### src/rtl/uhec_pkg.sv
/*
  Constants and types for the host endpoint control block.
  Assumes an APB master with 32-bit data and byte addresses.
*/
package uhec_pkg;
  // Register byte offsets
  localparam logic [7:0] UHEC_OFF_SEL = 8'h00;
  localparam logic [7:0] UHEC_OFF_FADDR = 8'h04;
  localparam logic [7:0] UHEC_OFF_HUB = 8'h08;
  localparam logic [7:0] UHEC_OFF_CFG = 8'h0c;
  localparam logic [7:0] UHEC_OFF_MAXP = 8'h10;
  localparam logic [7:0] UHEC_OFF_INTV = 8'h14;
  localparam logic [7:0] UHEC_OFF_TOGGLE = 8'h18;
  localparam logic [7:0] UHEC_OFF_STATUS = 8'h1c;
  localparam logic [7:0] UHEC_OFF_ACK = 8'h20;
  localparam logic [7:0] UHEC_OFF_MODE = 8'h24;

  // Field positions
  localparam int UHEC_SEL_DIR_BIT = 8;
  localparam int UHEC_CFG_TGT_LSB = 0;
  localparam int UHEC_CFG_TYPE_LSB = 4;
  localparam int UHEC_CFG_LOW_BIT = 6;
  localparam int UHEC_CFG_AUTO_BIT = 7;
  localparam int UHEC_CFG_SCLR_BIT = 8;
  localparam int UHEC_CFG_DMA_LSB = 9;
  localparam int UHEC_STS_PKT_BIT = 0;
  localparam int UHEC_STS_NAK_BIT = 1;

  localparam int UHEC_MAXP_W = 11;
  localparam int UHEC_CNT_W = 16;

  // Special interval values
  localparam logic [7:0] UHEC_MAX_NAK_LIMIT = 8'h10;
  localparam logic [7:0] UHEC_DISABLE_NAK_LIMIT = 8'h00;

  typedef enum logic [1:0] {
    type_control = 2'h0,
    type_isochronous = 2'h1,
    type_bulk = 2'h2,
    type_interrupt = 2'h3
  } uhec_type_t;

  localparam logic full_rate_select = 1'b0;
  localparam logic low_rate_select = 1'b1;
  localparam logic host_transmit_half = 1'b0;
  localparam logic host_receive_half = 1'b1;

  typedef struct packed {
    logic [6:0] faddr;
    logic [6:0] hub;
    logic [3:0] target_ep;
    uhec_type_t ep_type;
    logic rate;
    logic auto_go;
    logic self_clr;
    logic [1:0] fifo_dma_style;
    logic [UHEC_MAXP_W-1:0] max_payload_size;
    logic [7:0] interval_setting;
  } uhec_ep_cfg_t;

  localparam uhec_ep_cfg_t UHEC_RST_CFG = '0;
endpackage : uhec_pkg

### src/rtl/uhec_ctrl.sv
/*
  Host endpoint control: per endpoint half configuration, NAK timeout
  and polling frame counters, automatic transmit/request/clear, toggles.
  Assumes an APB master, a frame tick per frame and a transaction
  engine that reports NAKs, completions and FIFO levels synchronously.
*/
// Our own choices: the APB interface to the registers and the address map.
// Functional notes
// - Separate readable/writable function address for each endpoint half.
// - Function address of an endpoint is presented with its transactions.
// - Readable hub address kept per endpoint half.
// - Target endpoint number kept per endpoint half.
// - Max payload per half sets auto transmit and request thresholds.
// - Each half selectable full or low speed.
// - Transfer type: control, isochronous, bulk or interrupt.
// - Endpoint zero and bulk use interval as NAK frame limit.
// - NAK timeout raised after 2^(n-1) frames.
// - Interrupt endpoints poll every n frames.
// - Isochronous endpoints poll every 2^(n-1) frames.
// - Maximum interval accepted; disable value never raises NAK timeout.
// - Auto transmit starts once max payload bytes sit in OUT FIFO.
// - Auto request issues next IN once FIFO fits max payload.
// - Auto clear drops packet ready once received data is read.
// - Per endpoint selectable DMA mode for FIFO access.
// - Software acknowledge clears packet ready after data read.
// - Software forces toggle to DATA0 or DATA1.
// - Endpoint zero ignores direction when forcing toggle.
// - Status clear clears exactly the bits set in the mask.
`timescale 1ns/1ps
module uhec_ctrl #(
  parameter int NUM_EP = 4,
  parameter int NI = 2 * NUM_EP,
  parameter int EW = $clog2(NUM_EP),
  parameter int IW = $clog2(NI)
) (
  input wire logic pclk,
  input wire logic presetn,
  input wire logic psel,
  input wire logic penable,
  input wire logic pwrite,
  input wire logic [7:0] paddr,
  input wire logic [31:0] pwdata,
  output logic [31:0] prdata,
  output logic pready,
  output logic pslverr,
  input wire logic frame_tick,
  input wire logic [NI-1:0] nak_seen,
  input wire logic [NI-1:0] xact_done,
  input wire logic [NI-1:0] toggle_flip,
  input wire logic [NUM_EP-1:0] rx_pkt_in,
  input wire logic [NUM_EP-1:0] rx_fifo_empty,
  input wire logic [NUM_EP*uhec_pkg::UHEC_MAXP_W-1:0] rx_free,
  input wire logic [NUM_EP*uhec_pkg::UHEC_MAXP_W-1:0] tx_fill,
  input wire logic [IW-1:0] xact_sel,
  output uhec_pkg::uhec_ep_cfg_t xact_cfg,
  output logic xact_toggle,
  output logic [NUM_EP-1:0] tx_start,
  output logic [NUM_EP-1:0] rx_request,
  output logic [NI-1:0] poll_due,
  output logic [NI-1:0] nak_timeout,
  output logic [NUM_EP-1:0] pkt_ready,
  output logic [NI-1:0] toggle,
  output logic host_mode
);
  import uhec_pkg::*;

  localparam int MW = UHEC_MAXP_W;
  localparam int CW = UHEC_CNT_W;

  logic pready_r;
  logic pslverr_r;
  logic [31:0] prdata_r;
  logic [31:0] rd_nxt;
  logic map_hit;
  logic [EW-1:0] sel_ep_r;
  logic sel_dir_r;
  logic [IW-1:0] cur;
  logic acc;
  logic wr;
  logic host_r;
  uhec_ep_cfg_t cfg_r [NI];
  uhec_ep_cfg_t xact_cfg_r;
  logic xact_toggle_r;
  logic [NUM_EP-1:0] tx_start_r;
  logic [NUM_EP-1:0] rx_req_r;
  logic [NUM_EP-1:0] pkt_r;
  logic [NI-1:0] poll_r;
  logic [NI-1:0] nakto_r;
  logic [NI-1:0] tog_r;

  assign cur = {sel_ep_r, sel_dir_r};
  // Answer one cycle into the access phase; effects at that same edge
  assign acc = psel & penable & pready_r;
  assign wr = acc & pwrite;

  // One fixed wait state keeps the read mux off the bus path
  always_ff @(posedge pclk or negedge presetn) begin
    if (!presetn) begin
      pready_r <= 1'b0;
    end else begin
      pready_r <= psel & penable & !pready_r;
    end
  end

  always_comb begin
    rd_nxt = 32'h0000_0000;
    map_hit = 1'b1;
    case (paddr)
      UHEC_OFF_SEL: begin
        rd_nxt[EW-1:0] = sel_ep_r;
        rd_nxt[UHEC_SEL_DIR_BIT] = sel_dir_r;
      end
      UHEC_OFF_FADDR: rd_nxt[6:0] = cfg_r[cur].faddr;
      UHEC_OFF_HUB: rd_nxt[6:0] = cfg_r[cur].hub;
      UHEC_OFF_CFG: begin
        rd_nxt[UHEC_CFG_TGT_LSB +: 4] = cfg_r[cur].target_ep;
        rd_nxt[UHEC_CFG_TYPE_LSB +: 2] = cfg_r[cur].ep_type;
        rd_nxt[UHEC_CFG_LOW_BIT] = cfg_r[cur].rate;
        rd_nxt[UHEC_CFG_AUTO_BIT] = cfg_r[cur].auto_go;
        rd_nxt[UHEC_CFG_SCLR_BIT] = cfg_r[cur].self_clr;
        rd_nxt[UHEC_CFG_DMA_LSB +: 2] = cfg_r[cur].fifo_dma_style;
      end
      UHEC_OFF_MAXP: rd_nxt[MW-1:0] = cfg_r[cur].max_payload_size;
      UHEC_OFF_INTV: rd_nxt[7:0] = cfg_r[cur].interval_setting;
      UHEC_OFF_TOGGLE: rd_nxt[0] = tog_r[cur];
      UHEC_OFF_STATUS: begin
        rd_nxt[UHEC_STS_PKT_BIT] = sel_dir_r & pkt_r[sel_ep_r];
        rd_nxt[UHEC_STS_NAK_BIT] = nakto_r[cur];
      end
      UHEC_OFF_ACK: rd_nxt = 32'h0000_0000;
      UHEC_OFF_MODE: rd_nxt[0] = host_r;
      default: map_hit = 1'b0;
    endcase
  end

  always_ff @(posedge pclk or negedge presetn) begin
    if (!presetn) begin
      prdata_r <= 32'h0000_0000;
    end else if (psel & penable & !pready_r) begin
      prdata_r <= pwrite ? 32'h0000_0000 : rd_nxt;
    end
  end

  // Error strobe stands only alongside pready
  always_ff @(posedge pclk or negedge presetn) begin
    if (!presetn) begin
      pslverr_r <= 1'b0;
    end else begin
      pslverr_r <= psel & penable & !pready_r & !map_hit;
    end
  end

  always_ff @(posedge pclk or negedge presetn) begin
    if (!presetn) begin
      sel_ep_r <= '0;
      sel_dir_r <= host_transmit_half;
    end else if (wr && paddr == UHEC_OFF_SEL) begin
      sel_ep_r <= pwdata[EW-1:0];
      sel_dir_r <= pwdata[UHEC_SEL_DIR_BIT];
    end
  end

  // Host mode gates every strobe toward the engine
  always_ff @(posedge pclk or negedge presetn) begin
    if (!presetn) begin
      host_r <= 1'b0;
    end else if (wr && paddr == UHEC_OFF_MODE) begin
      host_r <= pwdata[0];
    end
  end

  // Configuration array, one entry per endpoint half
  always_ff @(posedge pclk or negedge presetn) begin
    if (!presetn) begin
      for (int k = 0; k < NI; k++) begin
        cfg_r[k] <= UHEC_RST_CFG;
      end
    end else if (wr) begin
      case (paddr)
        UHEC_OFF_FADDR: cfg_r[cur].faddr <= pwdata[6:0];
        UHEC_OFF_HUB: cfg_r[cur].hub <= pwdata[6:0];
        UHEC_OFF_CFG: begin
          cfg_r[cur].target_ep <= pwdata[UHEC_CFG_TGT_LSB +: 4];
          cfg_r[cur].ep_type <=
            uhec_type_t'(pwdata[UHEC_CFG_TYPE_LSB +: 2]);
          cfg_r[cur].rate <= pwdata[UHEC_CFG_LOW_BIT];
          cfg_r[cur].auto_go <= pwdata[UHEC_CFG_AUTO_BIT];
          cfg_r[cur].self_clr <= pwdata[UHEC_CFG_SCLR_BIT];
          cfg_r[cur].fifo_dma_style <=
            pwdata[UHEC_CFG_DMA_LSB +: 2];
        end
        UHEC_OFF_MAXP: cfg_r[cur].max_payload_size <= pwdata[MW-1:0];
        UHEC_OFF_INTV: cfg_r[cur].interval_setting <= pwdata[7:0];
        default: ;
      endcase
    end
  end

  // Engine view of the half it is about to serve
  always_ff @(posedge pclk or negedge presetn) begin
    if (!presetn) begin
      xact_cfg_r <= UHEC_RST_CFG;
      xact_toggle_r <= 1'b0;
    end else begin
      xact_cfg_r <= cfg_r[xact_sel];
      xact_toggle_r <= tog_r[xact_sel];
    end
  end

  genvar gi;
  generate
    for (gi = 0; gi < NI; gi++) begin : g_half
      localparam bit EP0 = (gi < 2);
      uhec_type_t typ;
      logic [7:0] n;
      logic [4:0] n_c;
      logic nak_mode;
      logic [CW-1:0] lim;
      logic [CW-1:0] cnt_r;
      logic nak_act_r;
      logic fire;
      logic hit;
      logic tog_wr;

      assign typ = cfg_r[gi].ep_type;
      assign n = cfg_r[gi].interval_setting;
      // Values past the maximum are held at the maximum
      assign n_c = (n > UHEC_MAX_NAK_LIMIT) ? UHEC_MAX_NAK_LIMIT[4:0]
                                            : n[4:0];
      assign nak_mode = EP0 || typ == type_control
                        || typ == type_bulk;
      always_comb begin
        if (!nak_mode && typ == type_interrupt) begin
          lim = (n == 8'h00) ? CW'(1) : {8'h00, n};
        end else if (n_c == 5'h00) begin
          lim = CW'(1);
        end else begin
          lim = CW'(1) << (n_c - 5'h01);
        end
      end
      assign hit = (cnt_r >= lim - CW'(1));
      assign fire = nak_mode & nak_act_r & frame_tick & hit
                    & (cnt_r != lim)
                    & (n != UHEC_DISABLE_NAK_LIMIT);
      assign tog_wr = wr && paddr == UHEC_OFF_TOGGLE
                      && (EP0 ? sel_ep_r == '0 : cur == IW'(gi));

      // NAK run: a fresh NAK wins over a completion in the same cycle
      always_ff @(posedge pclk or negedge presetn) begin
        if (!presetn) begin
          nak_act_r <= 1'b0;
        end else if (nak_seen[gi]) begin
          nak_act_r <= 1'b1;
        end else if (xact_done[gi]) begin
          nak_act_r <= 1'b0;
        end
      end

      // Poll strobe only for periodic halves, gated by host mode
      always_ff @(posedge pclk or negedge presetn) begin
        if (!presetn) begin
          poll_r[gi] <= 1'b0;
        end else begin
          poll_r[gi] <= !nak_mode & frame_tick & hit & host_r;
        end
      end

      // Count parks at the limit so a NAK timeout fires only once
      always_ff @(posedge pclk or negedge presetn) begin
        if (!presetn) begin
          cnt_r <= '0;
        end else if (nak_mode) begin
          if (!nak_act_r) begin
            cnt_r <= '0;
          end else if (frame_tick && cnt_r != lim) begin
            cnt_r <= cnt_r + CW'(1);
          end
        end else if (frame_tick) begin
          cnt_r <= hit ? '0 : cnt_r + CW'(1);
        end
      end

      // Timeout flag: set wins over a status clear in the same cycle
      always_ff @(posedge pclk or negedge presetn) begin
        if (!presetn) begin
          nakto_r[gi] <= 1'b0;
        end else if (fire) begin
          nakto_r[gi] <= 1'b1;
        end else if (wr && paddr == UHEC_OFF_STATUS && cur == IW'(gi)
                     && pwdata[UHEC_STS_NAK_BIT]) begin
          nakto_r[gi] <= 1'b0;
        end
      end

      // Endpoint zero halves share one toggle, kept in both flops
      always_ff @(posedge pclk or negedge presetn) begin
        if (!presetn) begin
          tog_r[gi] <= 1'b0;
        end else if (tog_wr) begin
          tog_r[gi] <= pwdata[0];
        end else if (EP0 ? |toggle_flip[1:0] : toggle_flip[gi]) begin
          tog_r[gi] <= !tog_r[gi];
        end
      end
    end

    for (gi = 0; gi < NUM_EP; gi++) begin : g_ep
      logic [MW-1:0] tx_mp;
      logic [MW-1:0] rx_mp;
      logic tx_full;
      logic rx_room;
      logic tx_full_d_r;
      logic rx_room_d_r;
      logic ack_hit;
      logic sts_hit;

      assign tx_mp = cfg_r[2*gi].max_payload_size;
      assign rx_mp = cfg_r[2*gi+1].max_payload_size;
      assign tx_full = cfg_r[2*gi].auto_go && tx_mp != '0
                       && tx_fill[gi*MW +: MW] >= tx_mp;
      assign rx_room = cfg_r[2*gi+1].auto_go && rx_mp != '0
                       && rx_free[gi*MW +: MW] >= rx_mp
                       && !pkt_r[gi];
      assign ack_hit = wr && paddr == UHEC_OFF_ACK
                       && sel_ep_r == EW'(gi);
      assign sts_hit = wr && paddr == UHEC_OFF_STATUS
                       && sel_ep_r == EW'(gi) && sel_dir_r
                       && pwdata[UHEC_STS_PKT_BIT];

      // Edge only: one start per threshold crossing, not per cycle
      always_ff @(posedge pclk or negedge presetn) begin
        if (!presetn) begin
          tx_full_d_r <= 1'b0;
          rx_room_d_r <= 1'b0;
          tx_start_r[gi] <= 1'b0;
          rx_req_r[gi] <= 1'b0;
        end else begin
          tx_full_d_r <= tx_full;
          rx_room_d_r <= rx_room;
          tx_start_r[gi] <= tx_full & !tx_full_d_r & host_r;
          rx_req_r[gi] <= rx_room & !rx_room_d_r & host_r;
        end
      end

      // Packet ready: arrival wins over any clear in the same cycle
      always_ff @(posedge pclk or negedge presetn) begin
        if (!presetn) begin
          pkt_r[gi] <= 1'b0;
        end else if (rx_pkt_in[gi]) begin
          pkt_r[gi] <= 1'b1;
        end else if (cfg_r[2*gi+1].self_clr && rx_fifo_empty[gi]) begin
          pkt_r[gi] <= 1'b0;
        end else if (ack_hit || sts_hit) begin
          pkt_r[gi] <= 1'b0;
        end
      end
    end
  endgenerate

  assign prdata = prdata_r;
  assign pready = pready_r;
  assign pslverr = pslverr_r;
  assign xact_cfg = xact_cfg_r;
  assign xact_toggle = xact_toggle_r;
  assign tx_start = tx_start_r;
  assign rx_request = rx_req_r;
  assign poll_due = poll_r;
  assign nak_timeout = nakto_r;
  assign pkt_ready = pkt_r;
  assign toggle = tog_r;
  assign host_mode = host_r;
endmodule : uhec_ctrl

### config.mk
export PLATFORM = sky130hd
export DESIGN_NAME = uhec_ctrl
export DESIGN_NICKNAME = d
export VERILOG_FILES = /design/src/rtl/uhec_pkg.sv /design/src/rtl/uhec_ctrl.sv
export SDC_FILE = /design/constraint.sdc
export NUM_CORES = 2
export LEC_CHECK = 0
export ABC_AREA = 0
export BUFFER_PORTS_ARGS = -buffer_cell sky130_fd_sc_hd__buf_4
export CAP_MARGIN = 10
export CORE_UTILIZATION = 50
export CTS_CLUSTER_DIAMETER = 30
export DETAILED_ROUTE_END_ITERATION = 8
export PLACE_DENSITY = 0.67
export SYNTH_ARGS = -nofsm -noshare
export SYNTH_HDL_FRONTEND = slang
export SYNTH_SLANG_ARGS = --single-unit
### constraint.sdc
create_clock -name pclk -period 6.3 [get_ports pclk]
set_input_delay 0.63 -clock pclk [delete_from_list [all_inputs] [get_ports pclk]]
set_output_delay 0.63 -clock pclk [all_outputs]
set_load 0.1 [all_outputs]
* Yosys cells after proc, flatten, opt, wreduce, memory -nomap -nowiden
Index checks and enable logic that the tools add are counted.
** Storage, ports and cells
- Register bits :: 613
- Output and inout port bits :: 116
** Cells by class
- Bitwise gates (word level) :: 80
- Shift-type cells :: 8
- Equality and inequality tests :: 47
- Multiplexer cells :: 175
- Reductions and logical operators :: 203
- $lt $le $gt $ge :: 30
- $add $sub $neg :: 24
** Operators by type and width (number)
- $bwmux W352 :: 10
- $pmux W352 S5 :: 1
- $demux W44 S3 :: 10
- $mux W16 :: 48
- $bmux W44 S3 :: 2
- $mux W44 :: 5
- $add A16 B1 Y16 const B :: 8
- $ge A16 B16 Y1 :: 8
- $ne A16 B16 Y1 :: 8
- $shl A1 B5 Y16 const A :: 8
- $sub A16 B1 Y16 const B :: 8
- $ge A11 B11 Y1 :: 8
- $reduce_bool A11 Y1 :: 8
- $logic_and A1 B1 Y1 :: 83
- $and A1 B1 Y1 :: 78
- $mux W1 :: 65
- $gt A8 B5 Y1 const B :: 8
- $reduce_bool A8 Y1 :: 8
- $reduce_bool A2 Y1 :: 29
- $logic_not A8 Y1 :: 7
- $mux W8 :: 7
- $logic_not A5 Y1 :: 8
- $mux W5 :: 8
- $sub A5 B1 Y5 const B :: 8
- 41 further kinds :: 126

* Depth between registers and ports, before layout
- Word-level depth :: 12
- Gate-level depth with buffers :: 23
- Gate-level depth less buffers :: 20

* Worst setup path after synthesis
Ideal clock, no wire load.
- Path kind :: register -> register
- Start :: register with a tool-made name
- End :: register g_half[6].cnt_r[12]
- Arrival time :: 4.736 ns
- Setup time :: 0.125 ns
- Cell stages (with the launch flop) :: 21
- Slack :: 1.439 ns
- Clock period less this slack :: 4.861 ns
- Cells stage by stage :: dfrtp_1 > clkbuf_1 > clkbuf_1 > clkbuf_1 > nor4_1 > a21oi_1 > ha_1 > o211a_1 > nand3b_1 > or3_1 > a31oi_1 > and2_1 > mux2_2 > ha_1 > and3_1 > nand3_1 > a21o_1 > o32ai_1 > clkbuf_1 > nor2_1 > mux2_2
** RTL lines
- end signal, assigned :: line uhec_ctrl.sv:276 : cnt_r <= cnt_r + CW'(1);
- end signal, assigned :: line uhec_ctrl.sv:279 : cnt_r <= hit ? '0 : cnt_r + CW'(1);
- end, declared :: line uhec_ctrl.sv:219 : logic [CW-1:0] cnt_r;

==> flow_summary.json <==
{
  "status": "finished, final reports clean",
  "syn_std_cell_area_um2": 41570,
  "finalSetupViolCount": 0,
  "layout.cells.most_common_list": "sky130_fd_sc_hd__dfrtp_1 (589), sky130_fd_sc_hd__mux2_2 (416), sky130_fd_sc_hd__buf_4 (274), sky130_fd_sc_hd__nor2_1 (238)",
  "drv_slew": 0,
  "dpl.hpwl_um": 88490,
  "initial_core_util": 0.5055,
  "number_of_antenna_violations_at_the_first_check_in_global_routing": 1,
  "gp_routability_congestion": 0.9703,
  "die_width_um": 290.4,
  "area.sequential_um2": 14820,
  "clk_pin_slew_ns": 0.05,
  "numCtsBuffers": 137,
  "syn_to_final_growth_pct": 17.69,
  "ctsHtreeMaxLevel": 4,
  "placement.io_buffers": 240,
  "drt-total-wl_um": 126500,
  "max-vdd-ir-drop_mv": 0.3206,
  "max_clock_skew_ns": 0.02816,
  "leakage_nw": 21.58,
  "num-nets-final": 4567,
  "arrival_time_at_the_worst_endpoint_ns": 6.17,
  "synth_flop_cell": "sky130_fd_sc_hd__dfrtp_1",
  "synth_warnings": 0,
  "worstSetupEndpointType": "flip-flop",
  "critPathKind": "reg -> reg",
  "fin_tns_setup_ns": 0,
  "grt_first_pass_wirelength_um": 198000,
  "clock_sinks": 592,
  "fraction_of_layout_cells_with_a_size_suffix_above_1": 0.2728,
  "dr_total_vias": 34200,
  "post-route-min-period_ns": 5.554,
  "critPathRequiredTime_ns": 6.92,
  "synth_edf_count": 0,
  "ant_nets": 0,
  "synth.yosys.seq_area_share": 0.3563,
  "synth.avg_cell_area_um2": 10.37,
  "overflow_after_grt": 0,
  "max_slew.worst_pin.slew_ns": 1.247,
  "grt_pass1_vias": 33520,
  "utilization": 0.5949,
  "clock_tree_from_tritoncts": "done",
  "drc": 0,
  "design.die.area_um2": 84310,
  "post-route-period-util": 0.8816,
  "design.core.area_um2": 82240,
  "yosys_register_bits": 592,
  "path_max_fanout": 12,
  "finalNonFillerCells": 5354,
  "power.density_cell_area_nw_per_um2": 268.6,
  "maxClockFrequency_mhz": 180.0,
  "clock_network_latency_to_the_later_pin_of_the_worst_skew_pair_ns": 0.74,
  "num_io_pins": 285,
  "max-clock-path-buffers": 3,
  "post_synth_num_cell_types": 98,
  "post-cts-setup-buffers": 0,
  "synth_cells": 4009,
  "row_count": 105,
  "drt-initial-drc-count": 2910,
  "rsz0062_at_grt": "false",
  "async_flop_share": 1.000,
  "cap_viol_max_count": 0,
  "grt_max_degree": 157,
  "cts_resized": 0,
  "routed_via_density": 6.388,
  "path_type_of_the_worst_min_delay_path": "in -> reg",
  "report.final.hold_viol_count": 0,
  "mean_routed_wirelength_per_cell_um": 23.63,
  "multi_input_combinational_cell_area_um2": 25050,
  "nFillCells": 6757,
  "total_routing_usage_gr": 0.3007,
  "cp_startpoint_kind": "flip-flop",
  "firstDrtPassIters": 7,
  "cts_root_buffer": "sky130_fd_sc_hd__clkbuf_16",
  "chipHeight_um": 290.4,
  "relative_slew_slack": 0.1658,
  "place_inst": 5096,
  "layout_commonest_cell": "sky130_fd_sc_hd__dfrtp_1"
}
[area by class of cell]
type | count | share of cell area
Tap cell | 1070 | 0.02736
Sequential cell | 592 | 0.3029
Inverter | 166 | 0.01273
Multi-Input combinational cell | 2989 | 0.5120
Clock buffer | 180 | 0.07940
Clock inverter | 74 | 0.02140
Timing Repair Buffer | 280 | 0.04401
Antenna cell | 3 | 0.0001534
[worst max-delay path, stage by stage (launching register included)]
cell                        delay, ns
sky130_fd_sc_hd__dfrtp_1         0.49
sky130_fd_sc_hd__or4_4           0.69
sky130_fd_sc_hd__or4_1           0.53
sky130_fd_sc_hd__o21ai_1         0.37
sky130_fd_sc_hd__nor2_1          0.25
sky130_fd_sc_hd__a31oi_1         0.26
sky130_fd_sc_hd__and2_1          0.22
sky130_fd_sc_hd__mux2i_1         0.21
sky130_fd_sc_hd__ha_1            0.26
sky130_fd_sc_hd__a2111oi_0       0.54
sky130_fd_sc_hd__o21ai_0         0.23
sky130_fd_sc_hd__a311oi_1        0.41
sky130_fd_sc_hd__o22ai_1         0.33
sky130_fd_sc_hd__or2b_1          0.41
sky130_fd_sc_hd__o31ai_1         0.23
[layer usage]
layer  vias up  part of all wire  global-route usage
li1      15430                 -                   -
met1     17080              0.42              0.4046
met2      1430              0.47              0.4778
met3       264             0.075             0.05545
met4         2             0.037              0.1249
met5         -          0.000095                   0
[per-stage QoR]
step	hold slack [ns]	instance area (um2)	power (mW)	worst slack, ns
floorplan	0.3344	41680	5.208	1.439
global placement	0.3971	43980	5.659	0.9027
detailed placement	0.4035	43980	5.676	0.8711
CTS	0.04761	48920	13.22	0.7879
global route	0.06617	48920	13.59	0.1698
finish	0.08233	48930	13.14	0.7458
[repair_timing]
action / 4_1_cts / 5_1_grt
setup endpoints to repair: 0 / 0
hold buffers: 1 / 0
endpoints found under the hold margin: 1 / 0
[kinds of logic (layout without fill, tap and decap cells)]
kind of cell             Yosys count  in the layout  synth area share
XOR/XNOR                         153            153           0.03223
AND/OR/NAND/NOR                 1167           1167            0.1464
flip-flops                       592            592            0.3563
AO/OA/AOI/OAI                    762            762            0.1280
buffers and inverters            457            700           0.04436
other                              2             34         0.0001806
multiplexers                     643            643            0.2224
adder cells (fa/ha/maj)          233            233           0.07006
[power breakdown]
part           internal [mW]  switching (mW)  leakage, nW
combinational          0.566           0.965         11.0
sequential              3.91           0.181         8.17
clock                   5.14            2.38         2.42
[synthesized netlist by cell type, types with 94 or more instances]
| master | instances | share of area |
|---|---|---|
| sky130_fd_sc_hd__dfrtp_1 | 592 | 0.36 |
| sky130_fd_sc_hd__mux4_2 | 183 | 0.099 |
| sky130_fd_sc_hd__nand2_1 | 232 | 0.021 |
| sky130_fd_sc_hd__o21ai_0 | 152 | 0.018 |
| sky130_fd_sc_hd__inv_1 | 166 | 0.015 |
| sky130_fd_sc_hd__nor2_1 | 239 | 0.022 |
| sky130_fd_sc_hd__a21oi_1 | 129 | 0.016 |
| sky130_fd_sc_hd__nor3_1 | 94 | 0.011 |
| sky130_fd_sc_hd__clkbuf_1 | 218 | 0.020 |
| sky130_fd_sc_hd__nand3_1 | 109 | 0.013 |
| sky130_fd_sc_hd__mux2_2 | 416 | 0.11 |
| sky130_fd_sc_hd__xnor2_1 | 108 | 0.023 |
| sky130_fd_sc_hd__ha_1 | 232 | 0.070 |
[path summary, 6_finish.rpt]
path	cells past startpoint	slack, ns	from	end
max	14	0.75	flip-flop	g_half[6].cnt_r[8]$_DFFE_PN0P_
min	2	0.08	xact_done[1]	g_half[1].nak_act_r$_DFFE_PN0P_
max reg2reg	14	0.75	flip-flop	g_half[6].cnt_r[8]$_DFFE_PN0P_
min reg2reg	1	0.41	g_ep[2].rx_room_d_r$_DFF_PN0_	rx_request[2]$_DFF_PN0_
max in group asynchronous	3	4.26	presetn	g_half[7].nak_act_r$_DFFE_PN0P_
min in group asynchronous	2	0.55	presetn	tx_start[2]$_DFF_PN0_
Power figures use the tool's default switching activity.
